## src/rtl/scim_cfg.svh

```systemverilog
// scim_cfg.svh: addresses, layouts and reset values of the
// statistics-counter interrupt mask block.
// assumes: included by bare name from every scim source file.
`ifndef SCIM_CFG_SVH
`define SCIM_CFG_SVH

// register bus
`define SCIM_AW 12
`define SCIM_DW 32
`define SCIM_ADDR_RX_STAT 12'h104
`define SCIM_ADDR_TX_STAT 12'h108
`define SCIM_ADDR_RX_MASK 12'h10c
`define SCIM_ADDR_TX_MASK 12'h110

// counter population, one bit per counter
`define SCIM_RX_CNT 24
`define SCIM_TX_CNT 25

// writable bits; reserved bits above read as zero
`define SCIM_RX_VALID 32'h00ff_ffff
`define SCIM_TX_VALID 32'h01ff_ffff
`define SCIM_RX_RESV_LO 24
`define SCIM_TX_RESV_LO 25

// reset values
`define SCIM_MASK_RST 32'h0000_0000
`define SCIM_WORD_ZERO 32'h0000_0000

`endif

```

## src/rtl/scim_pkg.sv

```systemverilog
// scim_pkg: types of the statistics-counter interrupt mask block.
// assumes: scim_cfg.svh sits on the include path.
`include "scim_cfg.svh"

package scim_pkg;

    typedef logic [`SCIM_AW-1:0] scim_addr_t;
    typedef logic [`SCIM_DW-1:0] scim_word_t;
    typedef logic [`SCIM_RX_CNT-1:0] scim_rx_vec_t;
    typedef logic [`SCIM_TX_CNT-1:0] scim_tx_vec_t;

    // decoded register select
    typedef enum logic [2:0] {
        SCIM_SEL_NONE = 3'h0,
        SCIM_SEL_RX_STAT = 3'h1,
        SCIM_SEL_TX_STAT = 3'h2,
        SCIM_SEL_RX_MASK = 3'h3,
        SCIM_SEL_TX_MASK = 3'h4
    } scim_sel_e;

    // receive counter index = bit position in status and mask
    typedef enum int {
        RXC_ALL_FRAMES = 0, RXC_ALL_OCTETS = 1, RXC_GOOD_OCTETS = 2,
        RXC_GOOD_BCAST = 3, RXC_GOOD_MCAST = 4, RXC_CRC_ERR = 5,
        RXC_ALIGN_ERR = 6, RXC_RUNT_ERR = 7, RXC_JABBER_ERR = 8,
        RXC_UNDERSIZE = 9, RXC_OVERSIZE = 10, RXC_SIZE_UPTO_64 = 11,
        RXC_SIZE_65_127 = 12, RXC_SIZE_128_255 = 13,
        RXC_SIZE_256_511 = 14, RXC_SIZE_512_1023 = 15,
        RXC_SIZE_1024_TO_MAX = 16, RXC_UNICAST = 17, RXC_LENGTH_ERR = 18,
        RXC_OUT_OF_RANGE = 19, RXC_PAUSE = 20, RXC_FIFO_OVF = 21,
        RXC_VLAN = 22, RXC_WATCHDOG = 23
    } scim_rx_cnt_e;

    // transmit counter index = bit position in status and mask
    typedef enum int {
        TXC_OCTETS_ALL = 0, TXC_FRAMES_ALL = 1, TXC_GOOD_BCAST = 2,
        TXC_GOOD_MCAST = 3, TXC_SIZE_UPTO_64 = 4, TXC_SIZE_65_127 = 5,
        TXC_SIZE_128_255 = 6, TXC_SIZE_256_511 = 7,
        TXC_SIZE_512_1023 = 8, TXC_SIZE_1024_TO_MAX = 9,
        TXC_UNICAST = 10, TXC_MULTICAST = 11, TXC_BROADCAST = 12,
        TXC_UNDERFLOW = 13, TXC_SINGLE_COL = 14, TXC_MULTI_COL = 15,
        TXC_DEFERRED = 16, TXC_LATE_COL = 17, TXC_EXCESS_COL = 18,
        TXC_CARRIER_ERR = 19, TXC_GOOD_OCTETS = 20, TXC_GOOD_FRAMES = 21,
        TXC_EXCESS_DEFER = 22, TXC_PAUSE = 23, TXC_VLAN = 24
    } scim_tx_cnt_e;

endpackage

```

## src/rtl/scim_status_bank.sv

```systemverilog
// scim_status_bank: sticky half/full event bits for one group of
// counters, one slice per counter.
// assumes: level inputs come from counters on sys_clk_i.
`timescale 1ns/1ns
`default_nettype none
`include "scim_cfg.svh"

module scim_status_bank
    import scim_pkg::*;
#(
    parameter int W = `SCIM_RX_CNT
) (
    input wire logic sys_clk_i,
    input wire logic rst_i,
    input wire logic [W-1:0] msb_i,
    input wire logic [W-1:0] ones_i,
    input wire logic [W-1:0] lsb_rd_i,
    input wire logic [W-1:0] w1c_i,
    output logic [W-1:0] status_o
);

    logic [W-1:0] msb_q;
    logic [W-1:0] ones_q;
    logic [W-1:0] status_q;

    genvar g;
    generate
        for (g = 0; g < W; g++) begin : g_slice
            logic evt;
            // half and full edges
            assign evt = (msb_i[g] & ~msb_q[g]) | (ones_i[g] & ~ones_q[g]);

            always_ff @(posedge sys_clk_i or posedge rst_i) begin
                if (rst_i) begin
                    msb_q[g] <= 1'b0;
                    ones_q[g] <= 1'b0;
                end else begin
                    msb_q[g] <= msb_i[g];
                    ones_q[g] <= ones_i[g];
                end
            end

            // lsb read clears; set wins
            always_ff @(posedge sys_clk_i or posedge rst_i) begin
                if (rst_i) begin
                    status_q[g] <= 1'b0;
                end else if (evt) begin
                    status_q[g] <= 1'b1;
                end else if (lsb_rd_i[g] | w1c_i[g]) begin
                    status_q[g] <= 1'b0;
                end
            end
        end
    endgenerate

    assign status_o = status_q;

endmodule
`default_nettype wire

```

## src/rtl/scim_top.sv

```systemverilog
// scim_top: statistics-counter interrupt masking with its register
// slave, sticky event status and the combined interrupt line.
// assumes: counters sit on sys_clk_i and give top-bit and all-ones
// levels plus a pulse when their low byte lane is read.
//
// How it works
// rx mask word, bits 31:24 reserved and read as zero.
// rx mask bit one blocks both half and full events of that counter.
// rx bits 23..17: watchdog, vlan, fifo ovf, pause, range, length, ucast.
// rx bits 16..11: size bins 1024-max down to up-to-64.
// rx bits 10..0: oversize, undersize, errors, good, octets, all frames.
// tx mask word, bits 31:25 reserved and read as zero.
// tx bits 24..14: vlan, pause, defer, good, carrier, collisions.
// tx bits 13..0: underflow, cast types, size bins, good, frames, octets.
// every mask bit read/write, zero after reset.
// event when counter top bit sets and again at all ones.
// status bit clears when the counter's low byte is read.
// interrupt is or of status bits with mask bit zero.
//
// The address-and-strobe port is this design's own decision.
`timescale 1ns/1ns
`default_nettype none
`include "scim_cfg.svh"

module scim_top
    import scim_pkg::*;
(
    input wire logic sys_clk_i,
    input wire logic rst_i,
    input wire logic [`SCIM_AW-1:0] addr_i,
    input wire logic [`SCIM_DW-1:0] wdata_i,
    input wire logic wr_i,
    input wire logic rd_i,
    output logic [`SCIM_DW-1:0] rdata_o,
    input wire logic [`SCIM_RX_CNT-1:0] rx_cnt_msb_i,
    input wire logic [`SCIM_RX_CNT-1:0] rx_cnt_ones_i,
    input wire logic [`SCIM_RX_CNT-1:0] rx_lsb_rd_i,
    input wire logic [`SCIM_TX_CNT-1:0] tx_cnt_msb_i,
    input wire logic [`SCIM_TX_CNT-1:0] tx_cnt_ones_i,
    input wire logic [`SCIM_TX_CNT-1:0] tx_lsb_rd_i,
    output logic irq_o
);

    scim_sel_e sel;
    scim_rx_vec_t rx_mask_q;
    scim_tx_vec_t tx_mask_q;
    scim_rx_vec_t rx_stat;
    scim_tx_vec_t tx_stat;
    scim_rx_vec_t rx_w1c;
    scim_tx_vec_t tx_w1c;
    scim_word_t rdata_q;
    scim_word_t rdata_d;
    logic irq_q;
    logic irq_d;

    // address decode; unmapped addresses select nothing
    always_comb begin
        if (addr_i == `SCIM_ADDR_RX_STAT) begin
            sel = SCIM_SEL_RX_STAT;
        end else if (addr_i == `SCIM_ADDR_TX_STAT) begin
            sel = SCIM_SEL_TX_STAT;
        end else if (addr_i == `SCIM_ADDR_RX_MASK) begin
            sel = SCIM_SEL_RX_MASK;
        end else if (addr_i == `SCIM_ADDR_TX_MASK) begin
            sel = SCIM_SEL_TX_MASK;
        end else begin
            sel = SCIM_SEL_NONE;
        end
    end

    // rx mask storage
    always_ff @(posedge sys_clk_i or posedge rst_i) begin
        if (rst_i) begin
            rx_mask_q <= scim_rx_vec_t'(`SCIM_MASK_RST);
        end else if (wr_i && sel == SCIM_SEL_RX_MASK) begin
            rx_mask_q <= wdata_i[`SCIM_RX_CNT-1:0];
        end
    end

    // tx mask storage
    always_ff @(posedge sys_clk_i or posedge rst_i) begin
        if (rst_i) begin
            tx_mask_q <= scim_tx_vec_t'(`SCIM_MASK_RST);
        end else if (wr_i && sel == SCIM_SEL_TX_MASK) begin
            tx_mask_q <= wdata_i[`SCIM_TX_CNT-1:0];
        end
    end

    // write one to clear, beside the low-byte read clear
    assign rx_w1c = (wr_i && sel == SCIM_SEL_RX_STAT) ?
        wdata_i[`SCIM_RX_CNT-1:0] : '0;
    assign tx_w1c = (wr_i && sel == SCIM_SEL_TX_STAT) ?
        wdata_i[`SCIM_TX_CNT-1:0] : '0;

    // port bit n belongs to counter n of scim_rx_cnt_e
    scim_status_bank #(
        .W(`SCIM_RX_CNT)
    ) u_rx_bank (
        .sys_clk_i(sys_clk_i),
        .rst_i(rst_i),
        .msb_i(rx_cnt_msb_i),
        .ones_i(rx_cnt_ones_i),
        .lsb_rd_i(rx_lsb_rd_i),
        .w1c_i(rx_w1c),
        .status_o(rx_stat)
    );

    scim_status_bank #(
        .W(`SCIM_TX_CNT)
    ) u_tx_bank (
        .sys_clk_i(sys_clk_i),
        .rst_i(rst_i),
        .msb_i(tx_cnt_msb_i),
        .ones_i(tx_cnt_ones_i),
        .lsb_rd_i(tx_lsb_rd_i),
        .w1c_i(tx_w1c),
        .status_o(tx_stat)
    );

    // reserved bits pad with zero
    always_comb begin
        rdata_d = `SCIM_WORD_ZERO;
        if (rd_i) begin
            case (sel)
                SCIM_SEL_RX_STAT: begin
                    rdata_d = scim_word_t'(rx_stat);
                end
                SCIM_SEL_TX_STAT: begin
                    rdata_d = scim_word_t'(tx_stat);
                end
                SCIM_SEL_RX_MASK: begin
                    rdata_d = scim_word_t'(rx_mask_q);
                end
                SCIM_SEL_TX_MASK: begin
                    rdata_d = scim_word_t'(tx_mask_q);
                end
                default: begin
                    rdata_d = `SCIM_WORD_ZERO;
                end
            endcase
        end
    end

    // read data valid only in the cycle after the strobe
    always_ff @(posedge sys_clk_i or posedge rst_i) begin
        if (rst_i) begin
            rdata_q <= `SCIM_WORD_ZERO;
        end else begin
            rdata_q <= rdata_d;
        end
    end

    // mask gates status
    // registered so the pin is glitch free, costs one cycle
    assign irq_d = |(rx_stat & ~rx_mask_q) | |(tx_stat & ~tx_mask_q);

    always_ff @(posedge sys_clk_i or posedge rst_i) begin
        if (rst_i) begin
            irq_q <= 1'b0;
        end else begin
            irq_q <= irq_d;
        end
    end

    assign rdata_o = rdata_q;
    assign irq_o = irq_q;

    // checks

    a_rx_resv_zero: assert property (
        @(posedge sys_clk_i) disable iff (rst_i)
        rd_i && sel == SCIM_SEL_RX_MASK
        |=> rdata_o[`SCIM_DW-1:`SCIM_RX_RESV_LO] == '0
    ) else $error("rx mask reserved bits not zero");

    a_tx_resv_zero: assert property (
        @(posedge sys_clk_i) disable iff (rst_i)
        rd_i && sel == SCIM_SEL_TX_MASK
        |=> rdata_o[`SCIM_DW-1:`SCIM_TX_RESV_LO] == '0
    ) else $error("tx mask reserved bits not zero");

    a_all_masked_quiet: assert property (
        @(posedge sys_clk_i) disable iff (rst_i)
        (&rx_mask_q) && (&tx_mask_q) ##1 (&rx_mask_q) && (&tx_mask_q)
        |=> !irq_o
    ) else $error("interrupt with every counter masked");

    a_rx_watchdog_map: assert property (
        @(posedge sys_clk_i) disable iff (rst_i)
        $rose(rx_cnt_msb_i[RXC_WATCHDOG])
        |=> rx_stat[RXC_WATCHDOG] ##0 rx_stat[`SCIM_RX_CNT-1]
    ) else $error("watchdog event not on top rx bit");

    a_rx_bin_masked: assert property (
        @(posedge sys_clk_i) disable iff (rst_i)
        rx_mask_q[RXC_SIZE_1024_TO_MAX] &&
        (rx_stat == scim_rx_vec_t'(1) << RXC_SIZE_1024_TO_MAX) &&
        tx_stat == '0
        |=> !irq_o
    ) else $error("masked size-bin event raised interrupt");

    a_rx_frames_bit: assert property (
        @(posedge sys_clk_i) disable iff (rst_i)
        $rose(rx_cnt_ones_i[RXC_ALL_FRAMES])
        |=> rx_stat[0]
    ) else $error("all-frames event not on rx bit 0");

    a_tx_vlan_bit: assert property (
        @(posedge sys_clk_i) disable iff (rst_i)
        $rose(tx_cnt_msb_i[TXC_VLAN])
        |=> tx_stat[`SCIM_TX_CNT-1]
    ) else $error("tx vlan event not on tx bit 24");

    a_tx_octets_bit: assert property (
        @(posedge sys_clk_i) disable iff (rst_i)
        $rose(tx_cnt_ones_i[TXC_OCTETS_ALL]) && !tx_mask_q[0]
        |=> tx_stat[0] ##1 irq_o
    ) else $error("tx octet event did not reach interrupt");

    a_mask_write_back: assert property (
        @(posedge sys_clk_i) disable iff (rst_i)
        wr_i && sel == SCIM_SEL_TX_MASK ##1 rd_i && sel == SCIM_SEL_TX_MASK
        && !wr_i
        |=> rdata_o == ($past(wdata_i, 2) & `SCIM_TX_VALID)
    ) else $error("tx mask read back differs from write");

    a_half_event_set: assert property (
        @(posedge sys_clk_i) disable iff (rst_i)
        $rose(rx_cnt_msb_i[RXC_CRC_ERR]) || $rose(rx_cnt_ones_i[RXC_CRC_ERR])
        |=> rx_stat[RXC_CRC_ERR]
    ) else $error("counter threshold did not set status");

    a_lsb_read_clear: assert property (
        @(posedge sys_clk_i) disable iff (rst_i)
        rx_stat[RXC_PAUSE] && rx_lsb_rd_i[RXC_PAUSE] &&
        !$rose(rx_cnt_msb_i[RXC_PAUSE]) && !$rose(rx_cnt_ones_i[RXC_PAUSE])
        |=> !rx_stat[RXC_PAUSE] ##1 !rx_stat[RXC_PAUSE] ||
        $past(rx_cnt_msb_i[RXC_PAUSE] | rx_cnt_ones_i[RXC_PAUSE])
    ) else $error("low byte read did not clear status");

    a_unmasked_irq: assert property (
        @(posedge sys_clk_i) disable iff (rst_i)
        $rose(rx_cnt_ones_i[RXC_UNICAST]) && !rx_mask_q[RXC_UNICAST]
        && !wr_i
        |-> ##[1:2] irq_o
    ) else $error("unmasked event missed interrupt");

    // read data are zero outside the cycle after a read strobe
    a_rdata_idle_zero: assert property (
        @(posedge sys_clk_i) disable iff (rst_i)
        !rd_i |=> rdata_o == '0
    ) else $error("read data not zero outside read cycle");

    a_unmapped_zero: assert property (
        @(posedge sys_clk_i) disable iff (rst_i)
        rd_i && sel == SCIM_SEL_NONE |=> rdata_o == '0
    ) else $error("unmapped read not zero");

    a_rx_mask_write: assert property (
        @(posedge sys_clk_i) disable iff (rst_i)
        wr_i && sel == SCIM_SEL_RX_MASK
        |=> rx_mask_q == $past(wdata_i[`SCIM_RX_CNT-1:0])
    ) else $error("rx mask write not taken");

    a_tx_mask_write: assert property (
        @(posedge sys_clk_i) disable iff (rst_i)
        wr_i && sel == SCIM_SEL_TX_MASK
        |=> tx_mask_q == $past(wdata_i[`SCIM_TX_CNT-1:0])
    ) else $error("tx mask write not taken");

    // masks change only on their own write
    a_rx_mask_hold: assert property (
        @(posedge sys_clk_i) disable iff (rst_i)
        !(wr_i && sel == SCIM_SEL_RX_MASK) |=> $stable(rx_mask_q)
    ) else $error("rx mask changed without write");

    a_tx_mask_hold: assert property (
        @(posedge sys_clk_i) disable iff (rst_i)
        !(wr_i && sel == SCIM_SEL_TX_MASK) |=> $stable(tx_mask_q)
    ) else $error("tx mask changed without write");

    a_rx_src_irq: assert property (
        @(posedge sys_clk_i) disable iff (rst_i)
        (rx_stat & ~rx_mask_q) != '0 |=> irq_o
    ) else $error("unmasked rx status without interrupt");

    a_tx_src_irq: assert property (
        @(posedge sys_clk_i) disable iff (rst_i)
        (tx_stat & ~tx_mask_q) != '0 |=> irq_o
    ) else $error("unmasked tx status without interrupt");

    a_masked_no_irq: assert property (
        @(posedge sys_clk_i) disable iff (rst_i)
        (rx_stat & ~rx_mask_q) == '0 && (tx_stat & ~tx_mask_q) == '0
        |=> !irq_o
    ) else $error("interrupt with no unmasked status");

    // status reads show the bits as they stood at the strobe
    a_rx_stat_read: assert property (
        @(posedge sys_clk_i) disable iff (rst_i)
        rd_i && sel == SCIM_SEL_RX_STAT
        |=> rdata_o == scim_word_t'($past(rx_stat))
    ) else $error("rx status read differs");

    a_tx_stat_read: assert property (
        @(posedge sys_clk_i) disable iff (rst_i)
        rd_i && sel == SCIM_SEL_TX_STAT
        |=> rdata_o == scim_word_t'($past(tx_stat))
    ) else $error("tx status read differs");

    c_tx_full_irq: cover property (
        @(posedge sys_clk_i) disable iff (rst_i)
        $rose(tx_cnt_ones_i[TXC_OCTETS_ALL]) ##2 irq_o
    );

    c_rx_event_irq: cover property (
        @(posedge sys_clk_i) disable iff (rst_i)
        $rose(rx_cnt_msb_i[RXC_WATCHDOG]) ##[1:2] $rose(irq_o)
    );

    c_masked_event: cover property (
        @(posedge sys_clk_i) disable iff (rst_i)
        rx_mask_q[RXC_VLAN] && $rose(rx_stat[RXC_VLAN]) && !irq_o
    );

    c_lsb_clear: cover property (
        @(posedge sys_clk_i) disable iff (rst_i)
        tx_stat[TXC_PAUSE] ##1 !tx_stat[TXC_PAUSE]
    );

    c_irq_drop: cover property (
        @(posedge sys_clk_i) disable iff (rst_i)
        irq_o ##1 !irq_o
    );

endmodule
`default_nettype wire

```

## config.mk

```make
export PLATFORM = sky130hd
export DESIGN_NAME = scim_top
export DESIGN_NICKNAME = d
export VERILOG_FILES = /design/src/rtl/scim_pkg.sv /design/src/rtl/scim_status_bank.sv /design/src/rtl/scim_top.sv
export VERILOG_INCLUDE_DIRS = /design/src /design/src/rtl
export SDC_FILE = /design/constraint.sdc
export NUM_CORES = 1
export LEC_CHECK = 0
export ABC_AREA = 1
export BUFFER_PORTS_ARGS = -buffer_cell sky130_fd_sc_hd__buf_2
export CAP_MARGIN = 20
export CORE_MARGIN = 2
export CORE_UTILIZATION = 45
export DETAILED_ROUTE_END_ITERATION = 16
export PLACE_DENSITY = 0.69
export SLEW_MARGIN = 40
export SYNTH_ARGS = -nofsm -noshare
export SYNTH_HDL_FRONTEND = slang
export SYNTH_SLANG_ARGS = --single-unit
```

## constraint.sdc

```tcl
create_clock -name sys_clk_i -period 8 [get_ports sys_clk_i]
set_clock_uncertainty 0.15 [all_clocks]
set_input_delay 0.8 -clock sys_clk_i [delete_from_list [all_inputs] [get_ports sys_clk_i]]
set_output_delay 0.8 -clock sys_clk_i [all_outputs]
set_load 0.01 [all_outputs]
```

==> impl_metrics.tcl <==
set metrics [dict create \
    outcome "finished, final reports clean" \
    slowest_stage "nand3_4" \
    cts_setup_buffers 0 \
    pwr-share-seq_pct 46.9 \
    arrival_ns 2.88 \
    worstMarginPinSlew_ns 0.821 \
    hold_viol 0 \
    rsz0062_at_grt "no" \
    gp_congestion 0.757 \
    die_w_um 149 \
    vias_per_cell 4.66 \
    power_mw 2.55 \
    drv_slew 0 \
    final_nets 1490 \
    worstSetupPathType "primary input to flop" \
    endpoint_kind "flop" \
    chipHeight_um 149 \
    ys_ff_latch 222 \
    area_growth_syn_to_layout_pct 22.6 \
    cts_resized 0 \
    ys_seq_area_share_pct 58.7 \
    synth_edf_count 0 \
    yosysUniqueCellTypes 25 \
    finalSetupViolations 0 \
    grt_antenna_before_repair 2 \
    start_kind "primary input" \
    hold_class "primary input to flop" \
    multi_input_area_um2 2740 \
    timing.fmax_mhz 378 \
    first_pass_iters 5 \
    regArea_um2 5560 \
    antenna_left 0 \
    relSlewSlack_pct 45.2 \
    path_cells "buf_2 -> nor2_1 -> inv_1 -> nor2_8 -> buf_12 -> nand3_4 -> nand2_1 -> o21ai_2" \
    switching_share_pct 22.7 \
    p_leak_nw 6.38 \
    cts.sinks 222 \
    period_share_pct 33.1 \
    p_sw_mw 0.578 \
    synthFlopType "dfrtp_1" \
    avgSynthCellArea_um2 8.74 \
    io_pins 228 \
    remaining_drc_errors 0 \
    clockBufferDepth 3 \
    post_drt_wl_per_cell_um 14.8 \
    internal-power_mw 1.97 \
    num_rows 53 \
    hpwl_mm 16.2 \
    grt_pass1_wl_mm 36.8 \
    synth_most_common_cell "inv_1" \
    power_frac_comb_pct 7.6 \
    grt_max_degree 139 \
    ir_worst_vdd_mv 0.141 \
    num_vias 7421 \
    cts_inserted_buffers 25 \
    power.density_nw_per_um2 220 \
    cts_tree "built" \
    fillers 1939 \
    post-route-min-period_ns 2.65 \
    gr-total-overflow 0 \
    port_buffers 213 \
    dieArea_um2 22200 \
    start_util_pct 45.4 \
    fin_tns_setup_ns 0 \
    fp.coreArea_um2 20800 \
    clkLatencyLatePin_ns 0.52 \
    grt_pass1_vias 7187 \
    netlist.area_leader.share_pct 58.7 \
    path_clk_slew_ns 0.06 \
    root_buffer "clkbuf_16" \
    drt_iter0_drc 345 \
    synth_area_um2 9460 \
    grt_usage_pct 21.1 \
    htreeDepth 1 \
    netlist_instances 1083 \
    clkPwrFrac_pct 45.5 \
    synthTopCellsByArea "dfrtp_1 59%, inv_1 9.9%, nor2_1 5.5%" \
    ys_warn_count 0 \
    drv_cap 0 \
    worstPathRequired_ns 8.23 \
    drt_wl_total_mm 23.5 \
    ys_top_cells_by_count "250 x inv_1, 222 x dfrtp_1, 139 x nor2_1" \
    max_stage_delay_ns 0.49 \
    hold_buffers 0 \
    async_reset_ff_share_pct 100 \
    yosysTopAreaCell "dfrtp_1" \
    drive_gt1_share_pct 22.8 \
    cp_max_fo 48 \
]
==> path summary, 6_finish.rpt <==
check                                           start                      to  slack, ns  cells after the start
worst min register to register   u_tx_bank.ones_q[13]  u_tx_bank.status_o[13]       0.33                      3
worst max register to register  u_rx_bank.status_o[5]                   irq_o       6.50                      6
max in group asynchronous                       rst_i  u_tx_bank.status_o[14]       6.21                      3
worst min-delay path                 tx_cnt_ones_i[3]     u_tx_bank.ones_q[3]       0.24                      1
min in group asynchronous                       rst_i      u_tx_bank.msb_q[0]       0.27                      2
worst max-delay path                        addr_i[7]           rx_mask_q[21]       5.35                      8
==> power groups by stage <==
stage          registers, mW  clock network (mW)  logic [mW]
2_1_floorplan           1.21                   0       0.113
3_3_place_gp            1.21                   0       0.192
3_5_place_dp            1.21                   0       0.197
4_1_cts                 1.19                1.19       0.198
5_1_grt                 1.20                1.24       0.225
6_report                1.19                1.16       0.195
==> placed cells by master, fill, tap and decap left out, drive strengths merged, types with 2 or more instances in the layout <==
cell,instances
nand2,140
bufinv,2
clkinv,2
o22ai,56
nand4,8
conb,7
buf,216
dfrtp,222
nand3,99
nor2,149
o21ai,101
or2,15
inv,254
clkbuf,40
diode,3
==> through the flow <==
step                      std cells  instance area (um^2)  hold slack, ns  worst slack, ns  utilization [%]
final                          1591                 11600           0.242             5.35             55.7
after global routing           1590                 11600           0.219             5.12             55.7
after CTS                      1588                 11600           0.221             5.38             55.6
after floorplan                1089                  9480           0.318            0.972                -
after detailed placement       1543                 10700           0.343             4.84             51.5
after global placement         1541                 10700           0.336             4.23             51.2
==> registers in the layout, summed over array words and instances (netlist names) <==
| register | cells |
|---|---|
| u_tx_bank.msb_q | 25 |
| u_tx_bank.status_o | 25 |
| u_tx_bank.ones_q | 25 |
| rx_mask_q | 24 |
| irq_o | 1 |
| u_rx_bank.status_o | 24 |
| u_rx_bank.ones_q | 24 |
| tx_mask_q | 25 |
| u_rx_bank.msb_q | 24 |
| rdata_o | 25 |
==> kinds of logic (layout without fill, tap and decap cells) <==
| family | count (synthesis) | count (layout) | synth area share (%) |
|---|---|---|---|
| AND/OR/NAND/NOR | 412 | 412 | 19.1 |
| buffers and inverters | 291 | 515 | 12.8 |
| flip-flops | 222 | 222 | 58.7 |
| AO/OA/AOI/OAI | 157 | 157 | 9.32 |
| other | 1 | 10 | 0.0396 |
==> area by class of cell <==
cell class | instances | share of cell area [%]
flip-flops and latches | 222 | 47.9
multi-input cells | 576 | 23.6
repair buffers | 217 | 9.79
inverters | 253 | 8.30
clock buffers | 39 | 6.63
well taps | 275 | 2.97
clock inverters | 6 | 0.745
diodes | 3 | 0.0647
==> worst max-delay path, delay by kind of cell <==
kind | cells | cell delay, ns
and+or+nand+nor | 4 | 1.46
AOI/OAI and AO/OA | 1 | 0.07
buffers and inverters | 3 | 0.52
==> per-layer routing <==
metal  track usage [%]  vias to the layer above  part of all wire (%)
met5                 0                        -                     0
met4              7.05                        0                   2.6
met3              4.37                       41                   6.8
met2              34.2                      224                    46
met1              28.7                     3396                    44
li1                  -                     3760                     -
No activity file was read; power rests on OpenSTA's default activity.
